$ cat config.mk
export PLATFORM = sky130hd
export DESIGN_NAME = rip_port
export DESIGN_NICKNAME = d
export VERILOG_FILES = /design/src/design/rip_pkg.sv /design/src/design/rip_port.sv
export SDC_FILE = /design/constraint.sdc
export NUM_CORES = 1
export LEC_CHECK = 0
export BUFFER_PORTS_ARGS = -buffer_cell sky130_fd_sc_hd__buf_2
export CORE_MARGIN = 3
export CORE_UTILIZATION = 45
export CTS_BUF_LIST = sky130_fd_sc_hd__clkbuf_4 sky130_fd_sc_hd__clkbuf_8
export CTS_CLUSTER_SIZE = 40
export DETAILED_ROUTE_END_ITERATION = 16
export PLACE_DENSITY = 0.73
export REMOVE_ABC_BUFFERS = 1
export SLEW_MARGIN = 25
export SYNTH_ARGS = -nofsm -noshare
export SYNTH_HDL_FRONTEND = slang
export SYNTH_SLANG_ARGS = --single-unit
$ cat constraint.sdc
create_clock -name i_clk -period 4.09 [get_ports i_clk]
set_input_delay 1.227 -clock i_clk [delete_from_list [all_inputs] [get_ports i_clk]]
set_output_delay 1.227 -clock i_clk [all_outputs]
set_load 0.01 [all_outputs]
$ cat src/design/rip_pkg.sv
// constants and carrier types for the radio instruction and status port
package rip_pkg;

    // register selected by one cpu access; writes and reads follow from the register
    typedef enum logic [2:0] {
        RIP_INSTR_B,
        RIP_INSTR_W,
        RIP_DIN_B,
        RIP_DIN_W,
        RIP_DOUT_B,
        RIP_DOUT_W,
        RIP_STAT_B,
        RIP_STAT_W
    } rip_sel_e;

    typedef struct packed {
        rip_sel_e    sel;
        logic [15:0] wdata;
    } rip_acc_s;

    // one byte towards the radio core
    typedef struct packed {
        logic       is_instr;
        logic [7:0] data;
    } rip_link_s;

    // one byte back from the radio core
    typedef struct packed {
        logic       is_status;
        logic [7:0] data;
    } rip_ret_s;

    localparam int unsigned RIP_STALL_MAX   = 16;
    localparam int unsigned RIP_BUF_DEPTH   = 2;
    localparam int unsigned RIP_DOUT_DEPTH  = 2;
    localparam int unsigned RIP_BURST_BIT   = 6;
    localparam logic [5:0]  RIP_ADDR_MASK   = 6'h3f;
    localparam logic [5:0]  RIP_STROBE_LO   = 6'h30;
    localparam logic [5:0]  RIP_STROBE_HI   = 6'h3d;
    localparam logic [7:0]  RIP_RESET_STROBE = 8'h30;
    localparam logic [7:0]  RIP_NOP_STROBE  = 8'h3d;
    localparam logic [1:0]  RIP_LEN_STROBE  = 2'h0;
    localparam logic [1:0]  RIP_LEN_SINGLE  = 2'h1;
    localparam logic [7:0]  RIP_STAT_RESET  = 8'h00;
    localparam logic [7:0]  RIP_DOUT_RESET  = 8'h00;

endpackage : rip_pkg

$ cat src/design/rip_port.sv
// instruction, operand, data-out and status port in front of the radio core
//
// How it works
// RL1: every forwarded instruction except the core reset strobe earns a status byte back.
// RL2: each operand byte sent to the core earns one returned data byte.
// RL3: byte and word instruction, data-in, data-out and status registers carry all traffic.
// RL4: word instruction write sends instruction then first operand; others via data-in.
// RL5: software uses the byte instruction register for strobes or separately fed operands.
// RL6: status byte refreshes on every status return from the core and reads through byte status.
// RL7: word status read returns latest status with first returned data byte.
// RL8: word status read after a byte instruction sets the output error flag.
// RL9: no-op strobe is forwarded only to fetch a fresh status.
// RL10: core reset strobe resets port (all but its error flags) and core and yields no status.
// RL11: instruction ends when its operands are complete or a new one arrives.
// RL12: new instruction other than the core reset strobe before finite operands complete sets the operand error flag.
// RL13: erroneous access stalls up to 16 cycles, then completes and flags the error.
// RL14: surplus operands set the operand error flag and are dropped.
// RL15: a per-instruction count of outstanding operand bytes is kept.
`timescale 1ns/10ps
module rip_port (
    input  wire logic              i_clk,
    input  wire logic              i_reset,
    input  wire logic              i_acc_valid,
    input  wire rip_pkg::rip_acc_s i_acc,
    output logic                   o_acc_ready,
    output logic [15:0]            o_acc_rdata,
    input  wire logic              i_flag_clear,
    output logic                   o_output_error_flag,
    output logic                   o_operand_error_flag,
    output logic                   o_core_valid,
    output rip_pkg::rip_link_s     o_core,
    input  wire logic              i_core_ready,
    input  wire logic              i_ret_valid,
    input  wire rip_pkg::rip_ret_s i_ret,
    output logic                   o_core_reset_strobe
);
    import rip_pkg::*;

    // operand length of an instruction byte: {endless, count}
    function automatic logic [2:0] instr_len(input logic [7:0] instr);
        logic [5:0] addr;
        addr = instr[5:0] & RIP_ADDR_MASK;
        if (instr[RIP_BURST_BIT]) begin
            instr_len = {1'b1, RIP_LEN_SINGLE};
        end else if (addr >= RIP_STROBE_LO && addr <= RIP_STROBE_HI) begin
            instr_len = {1'b0, RIP_LEN_STROBE};
        end else begin
            instr_len = {1'b0, RIP_LEN_SINGLE};
        end
    endfunction : instr_len

    rip_link_s  buf_q [RIP_BUF_DEPTH];
    rip_link_s  buf_d [RIP_BUF_DEPTH];
    logic       wr_ptr_q, wr_ptr_d;
    logic       rd_ptr_q, rd_ptr_d;
    logic [1:0] cnt_q, cnt_d;
    logic [7:0] dout_q [RIP_DOUT_DEPTH];
    logic [7:0] dout_d [RIP_DOUT_DEPTH];
    logic [1:0] dcnt_q, dcnt_d;
    logic [7:0] stat_q, stat_d;
    logic       word_last_q, word_last_d;
    logic [1:0] rem_q, rem_d;
    logic       endless_q, endless_d;
    logic [4:0] wait_q, wait_d;
    logic       out_err_q, out_err_d;
    logic       op_err_q, op_err_d;
    logic       rst_strobe_q, rst_strobe_d;

    rip_link_s  ent [2];
    logic [1:0] npush;
    logic [1:0] nneed;
    logic [1:0] npop_dout;
    logic       cond_ok;
    logic       byte_stat_w;
    logic       timeout;
    logic       done;
    logic       pop;
    logic       is_reset;
    logic [2:0] len;
    logic [1:0] n_ops;
    logic [1:0] allowed;
    logic [1:0] free;
    logic [1:0] dc;
    logic [7:0] dtmp [RIP_DOUT_DEPTH];

    assign o_core_valid         = (cnt_q != 2'h0);
    assign o_core               = buf_q[rd_ptr_q];
    assign o_output_error_flag  = out_err_q;
    assign o_operand_error_flag = op_err_q;
    assign o_core_reset_strobe  = rst_strobe_q;
    assign pop                  = o_core_valid && i_core_ready;
    assign free                 = 2'(RIP_BUF_DEPTH) - cnt_q;

    always_comb begin
        ent[0]       = '0;
        ent[1]       = '0;
        npush        = 2'h0;
        nneed        = 2'h0;
        npop_dout    = 2'h0;
        cond_ok      = 1'b1;
        byte_stat_w  = 1'b0;
        is_reset     = 1'b0;
        len          = 3'h0;
        n_ops        = 2'h0;
        allowed      = 2'h0;
        dc           = 2'h0;
        dtmp[0]      = dout_q[0];
        dtmp[1]      = dout_q[1];
        o_acc_rdata  = 16'h0000;
        wr_ptr_d     = wr_ptr_q;
        rd_ptr_d     = rd_ptr_q;
        cnt_d        = cnt_q;
        buf_d[0]     = buf_q[0];
        buf_d[1]     = buf_q[1];
        dout_d[0]    = dout_q[0];
        dout_d[1]    = dout_q[1];
        dcnt_d       = dcnt_q;
        stat_d       = stat_q;
        word_last_d  = word_last_q;
        rem_d        = rem_q;
        endless_d    = endless_q;
        out_err_d    = out_err_q && !i_flag_clear;
        op_err_d     = op_err_q && !i_flag_clear;
        rst_strobe_d = 1'b0;

        // room needed in the buffer, or data needed from the core
        case (i_acc.sel)
            RIP_INSTR_B: nneed = 2'h1;
            RIP_INSTR_W: nneed = 2'h2;
            RIP_DIN_B:   nneed = 2'h1;
            RIP_DIN_W:   nneed = 2'h2;
            RIP_DOUT_B:  cond_ok = (dcnt_q >= 2'h1);
            RIP_DOUT_W:  cond_ok = (dcnt_q >= 2'h2);
            RIP_STAT_W: begin
                byte_stat_w = !word_last_q;                        // see RL8
                cond_ok     = word_last_q && (dcnt_q >= 2'h1);
            end
            default:     cond_ok = 1'b1;
        endcase
        if (nneed != 2'h0) begin
            cond_ok = (free >= nneed);
        end
        // stall until resolved or the wait runs out
        timeout     = (wait_q == 5'(RIP_STALL_MAX - 1));           // see RL13
        done        = i_acc_valid && (cond_ok || timeout || byte_stat_w);
        o_acc_ready = done;
        wait_d      = (i_acc_valid && !done) ? wait_q + 5'h1 : 5'h0;

        // read data, taken in the same cycle as the ready
        case (i_acc.sel)
            RIP_STAT_B: o_acc_rdata = {8'h00, stat_q};             // see RL6
            RIP_STAT_W: o_acc_rdata = {stat_q, dout_q[0]};         // see RL7
            RIP_DOUT_B: o_acc_rdata = {8'h00, dout_q[0]};          // see RL3
            RIP_DOUT_W: o_acc_rdata = {dout_q[0], dout_q[1]};
            default:    o_acc_rdata = 16'h0000;
        endcase

        if (done) begin
            case (i_acc.sel)
                RIP_INSTR_B, RIP_INSTR_W: begin
                    if (cond_ok) begin
                        is_reset = (i_acc.sel == RIP_INSTR_B)
                                   ? (i_acc.wdata[7:0] == RIP_RESET_STROBE)
                                   : (i_acc.wdata[15:8] == RIP_RESET_STROBE);
                        // a pending finite instruction ends here
                        if (rem_q != 2'h0 && !endless_q) begin     // see RL11
                            op_err_d = 1'b1;                       // see RL12
                        end
                        if (i_acc.sel == RIP_INSTR_B) begin
                            ent[0] = '{is_instr: 1'b1, data: i_acc.wdata[7:0]};  // see RL5
                            len    = instr_len(i_acc.wdata[7:0]);
                            npush  = 2'h1;
                        end else begin
                            ent[0] = '{is_instr: 1'b1, data: i_acc.wdata[15:8]}; // see RL4
                            ent[1] = '{is_instr: 1'b0, data: i_acc.wdata[7:0]};
                            len    = instr_len(i_acc.wdata[15:8]);
                            npush  = 2'h2;
                        end
                        // the no-op strobe goes out like any strobe, only for its status
                        endless_d   = len[2];                      // see RL9
                        rem_d       = len[1:0];                    // see RL15
                        word_last_d = (i_acc.sel == RIP_INSTR_W);
                        if (i_acc.sel == RIP_INSTR_W && !len[2]) begin
                            if (len[1:0] == 2'h0) begin
                                npush    = 2'h1;                   // see RL14
                                op_err_d = 1'b1;
                            end else begin
                                rem_d = len[1:0] - 2'h1;
                            end
                        end
                    end else begin
                        op_err_d = 1'b1;                           // see RL13
                    end
                end
                RIP_DIN_B, RIP_DIN_W: begin
                    n_ops   = (i_acc.sel == RIP_DIN_W) ? 2'h2 : 2'h1;
                    allowed = (endless_q || rem_q >= n_ops) ? n_ops : rem_q;
                    if (!cond_ok) begin
                        allowed  = 2'h0;
                        op_err_d = 1'b1;                           // see RL13
                    end else if (allowed != n_ops) begin
                        op_err_d = 1'b1;                           // see RL14
                    end
                    if (!endless_q) begin
                        rem_d = rem_q - allowed;                   // see RL15
                    end
                    // words go out high byte first, as the core expects
                    if (n_ops == 2'h2) begin
                        ent[0] = '{is_instr: 1'b0, data: i_acc.wdata[15:8]};
                        ent[1] = '{is_instr: 1'b0, data: i_acc.wdata[7:0]};
                    end else begin
                        ent[0] = '{is_instr: 1'b0, data: i_acc.wdata[7:0]};
                    end
                    npush = allowed;                               // see RL2
                end
                RIP_DOUT_B, RIP_DOUT_W, RIP_STAT_W: begin
                    if (!cond_ok) begin
                        out_err_d = 1'b1;                          // see RL8
                    end
                    if (i_acc.sel == RIP_DOUT_W) begin
                        npop_dout = (dcnt_q >= 2'h2) ? 2'h2 : dcnt_q;
                    end else begin
                        npop_dout = (dcnt_q != 2'h0) ? 2'h1 : 2'h0;
                    end
                end
                default: npop_dout = 2'h0;
            endcase
        end

        // core returns: status refreshes, data lands in the output queue
        dc = dcnt_q - npop_dout;
        if (npop_dout == 2'h1) begin
            dtmp[0] = dout_q[1];
        end
        if (i_ret_valid) begin
            if (i_ret.is_status) begin
                stat_d = i_ret.data;                               // see RL1
            end else if (dc < 2'(RIP_DOUT_DEPTH)) begin
                dtmp[dc[0]] = i_ret.data;                          // see RL2
                dc          = dc + 2'h1;
            end else begin
                // a full queue keeps the newest byte; software read too little
                dtmp[0] = dtmp[1];
                dtmp[1] = i_ret.data;
            end
        end
        dout_d[0] = dtmp[0];
        dout_d[1] = dtmp[1];
        dcnt_d    = dc;

        // two-entry buffer towards the core
        for (int i = 0; i < 2; i++) begin
            if (2'(i) < npush) begin
                buf_d[1'(wr_ptr_q + 1'(i))] = ent[i];
            end
        end
        wr_ptr_d = wr_ptr_q + npush[0];
        rd_ptr_d = rd_ptr_q + pop;
        cnt_d    = cnt_q + npush - {1'b0, pop};

        // the reset strobe never reaches the buffer; instead it clears the port except the error flags
        if (is_reset) begin                                        // see RL10
            rst_strobe_d = 1'b1;
            wr_ptr_d     = 1'b0;
            rd_ptr_d     = 1'b0;
            cnt_d        = 2'h0;
            dcnt_d       = 2'h0;
            stat_d       = RIP_STAT_RESET;
            word_last_d  = 1'b0;
            rem_d        = 2'h0;
            endless_d    = 1'b0;
            op_err_d     = op_err_q && !i_flag_clear;
        end
    end

    always_ff @(posedge i_clk or posedge i_reset) begin
        if (i_reset) begin
            buf_q[0]     <= '0;
            buf_q[1]     <= '0;
            wr_ptr_q     <= 1'b0;
            rd_ptr_q     <= 1'b0;
            cnt_q        <= 2'h0;
            dout_q[0]    <= RIP_DOUT_RESET;
            dout_q[1]    <= RIP_DOUT_RESET;
            dcnt_q       <= 2'h0;
            stat_q       <= RIP_STAT_RESET;
            word_last_q  <= 1'b0;
            rem_q        <= 2'h0;
            endless_q    <= 1'b0;
            wait_q       <= 5'h00;
            out_err_q    <= 1'b0;
            op_err_q     <= 1'b0;
            rst_strobe_q <= 1'b0;
        end else begin
            buf_q[0]     <= buf_d[0];
            buf_q[1]     <= buf_d[1];
            wr_ptr_q     <= wr_ptr_d;
            rd_ptr_q     <= rd_ptr_d;
            cnt_q        <= cnt_d;
            dout_q[0]    <= dout_d[0];
            dout_q[1]    <= dout_d[1];
            dcnt_q       <= dcnt_d;
            stat_q       <= stat_d;
            word_last_q  <= word_last_d;
            rem_q        <= rem_d;
            endless_q    <= endless_d;
            wait_q       <= wait_d;
            out_err_q    <= out_err_d;
            op_err_q     <= op_err_d;
            rst_strobe_q <= rst_strobe_d;
        end
    end

endmodule : rip_port

==> impl_metrics.csv <==
group,metric,value,unit
status,outcome,"finished clean",
detailed_routing,routed_via_density,5.64,
flow_run,maxCapViolCount,0,
global_route,overflow,0,
die,coreArea,8380,µm²
worst_setup_path,r2r.worst_path.cells,13,
timing,min_period_over_period,0.979,
place,place_congestion,0.906,
power,finalPower,2840,µW
yosys,postSynthCellCount,409,
worst_setup_path,worstPathArrival,2.78,ns
power,ir_drop,0.272,mV
worst_setup_path,max_stage_delay,0.29,ns
timing,hold_viol,0,
yosys,async_flop_share,1.00,
clock_tree,clk_latency,0.34,ns
yosys,synth_ff_type,"dfrtp_1",
place,dp_hpwl,7270,µm
detailed_routing,totalWireLength,9980,µm
power,power_leakage,0.00237,µW
timing,worst_pin_slew,0.997,ns
worst_setup_path,crit_chain,"buf_2 > buf_4 > nand2b_1 > ha_4 > a21oi_2 > mux2_2 > nand2_1 > and2_1 > buf_2",
die,die_w,99.9,µm
clock_tree,htreeDepth,3,
yosys,yosysUniqueCellTypes,53,
clock_tree,cts-root-buf,"clkbuf_8",
final_layout,drive_above_1_share,0.292,
final_layout,synthToLayoutAreaGrowth,18.1,%
die,dieArea,9970,µm²
timing,fin_ws,0.0874,ns
final_layout,antenna_cells,0,
timing,setup_viol,0,
clock_tree,cts_tree,"done",
worst_setup_path,worstPathMaxFanout,12,
yosys,syn_area,3970,µm²
final_layout,multi_input_area,2300,µm²
yosys,synth_area_leaders,"dfrtp_1, mux2i_1, mux2_2",
detailed_routing,avgRoutedWirePerCell,16.9,µm
worst_setup_path,slowest_stage,"ha_4",
die,rows,33,
worst_setup_path,path_class,"in -> out",
yosys,synth_most_common_cell,"mux2i_1",
global_route,grt_pass1_wl,16400,µm
clock_tree,clk_pin_slew,0.07,ns
global_route,grtUsageTotal,0.207,
global_route,grt_max_degree,34,
timing,clock.fmax,250,MHz
timing,period_minus_slack,4.00,ns
global_route,antenna_found_initial,0,
worst_setup_path,critPathCaptureType,"output port",
global_route,met1_usage,0.262,
power,power_density,606,nW/µm²
place,dp_cells,576,
yosys,yosysSeqAreaShare,0.379,
global_route,grt_pass1_vias,3345,
worst_setup_path,path_common_cell,"buf_2",
timing,fin_worst_skew,0.00869,ns
final_layout,fill_cells,775,
final_layout,regArea,1500,µm²
clock_tree,clockBufferDepth,2,
clock_tree,numCtsBuffers,9,
die,start_util,0.473,
die,die_h,99.9,µm
timing,rsz0062_at_grt,"false",
detailed_routing,drt-initial-drc-count,115,
clock_tree,cts.sinks,60,
yosys,synth_warnings,0,
final_layout,layoutNonFillerInstCount,592,
worst_setup_path,cp-start-kind,"input pin",
hold_path,hold_path.class,"reg -> reg",
yosys,synth_edf_count,0,
final_layout,final_util,0.559,
yosys,ys_ff_latch,60,
die,boundaryPins,64,
place,port_buffers,63,
timing,max-slew-margin-rel,0.330,
timing,drv_slew,0,
yosys,synth_top_cell_by_area,"dfrtp_1",
yosys,synth_top_area_frac,0.379,
worst_setup_path,worst_ep_required_time,2.86,ns
place,dpl_worst_slack,0.0359,ns
detailed_routing,route.detailed.drc,0,
detailed_routing,dr.pass1.iters,5,
final_layout,nets,527,
yosys,synthTopCellsByCount,"mux2i_1, dfrtp_1, nand2_1",
detailed_routing,vias,3339,
yosys,syn_area_per_cell,9.69,µm²
hold_path,hold_depth,1,
global_route,use_met2,0.346,
detailed_routing,final_antenna_net_count,0,
global_route,gr-usage-met3,0.0625,
global_route,grt.busiest_layer,"met2",
==> cells in the final DEF (no fill, tap or decap), types with 5 or more instances in the layout <==
| master | Yosys | layout |
|---|---|---|
| mux2_2 | 28 | 28 |
| nand2b_1 | 6 | 6 |
| buf_2 | 12 | 63 |
| inv_1 | 24 | 23 |
| a211oi_1 | 10 | 10 |
| dfrtp_1 | 60 | 60 |
| ha_1 | 11 | 10 |
| mux2i_1 | 61 | 61 |
| buf_4 | 2 | 21 |
| clkbuf_8 | 0 | 9 |
| a22o_1 | 8 | 8 |
| xnor2_1 | 6 | 6 |
| a21oi_1 | 33 | 32 |
| clkinv_2 | 0 | 5 |
| nand2_1 | 35 | 35 |
| o211a_1 | 8 | 8 |
| nor2_1 | 30 | 29 |
| nand3_1 | 13 | 13 |
| nor2b_1 | 6 | 5 |
==> critical path: cells and delay by family <==
kind	cells	cell delay [ns]
compound gates	1	0.15
fa+ha+maj	1	0.29
buf+inv	3	0.44
mux	1	0.18
simple gates	3	0.48
==> through the flow <==
stage / TNS, ns / hold slack (ns) / cell area [µm²]
floorplan: -1.06 / 0.433 / 3860
global placement: 0 / 0.445 / 4470
detailed placement: 0 / 0.453 / 4470
CTS: 0 / 0.463 / 4660
global route: 0 / 0.498 / 4680
finish: 0 / 0.466 / 4680
==> cell families after synthesis <==
family,after synthesis,synth area share
xor gates and xnor gates,8,0.0177
DFF,60,0.379
AOI/OAI and AO/OA,81,0.146
adders and majority gates,11,0.0347
buffers and inverters,46,0.0492
and+or+nand+nor,114,0.140
muxes,89,0.234
==> report_power, final <==
part / internal, µW / switching, µW
registers: 804 / 202
logic: 648 / 665
clock network: 283 / 238
==> worst paths after layout <==
check	slack (ns)	endpoint	start
worst max register to register	1.03	flop	wait_q[0]
worst min register to register	0.47	wait_q[0]	wait_q[0]
max in group asynchronous	2.29	wait_q[3]	i_reset
worst max-delay path	0.09	o_acc_ready	i_acc[18]
worst min-delay path	0.47	wait_q[0]	wait_q[0]
min in group asynchronous	0.94	stat_q[5]	i_reset
==> what timing repair did <==
item                       CTS  global route
hold buffers                 0             0
setup buffers                0             0
setup endpoints to repair    0             1
resized for setup            0             2
==> routing by layer <==
| metal | vias to the layer above | share of wire |
|---|---|---|
| li1 | 1618 | - |
| met2 | 113 | 0.49 |
| met1 | 1598 | 0.43 |
| met5 | - | 0 |
| met4 | 0 | 0.0096 |
| met3 | 10 | 0.070 |
==> layout make-up <==
class | count | share of cell area
multi-input cells | 303 | 0.491
flip-flops and latches | 60 | 0.321
repair buffers | 84 | 0.101
clock buffers | 10 | 0.0281
well taps | 105 | 0.0281
inverters | 24 | 0.0192
clock inverters | 6 | 0.0118
Power figures use the tool's default switching activity.
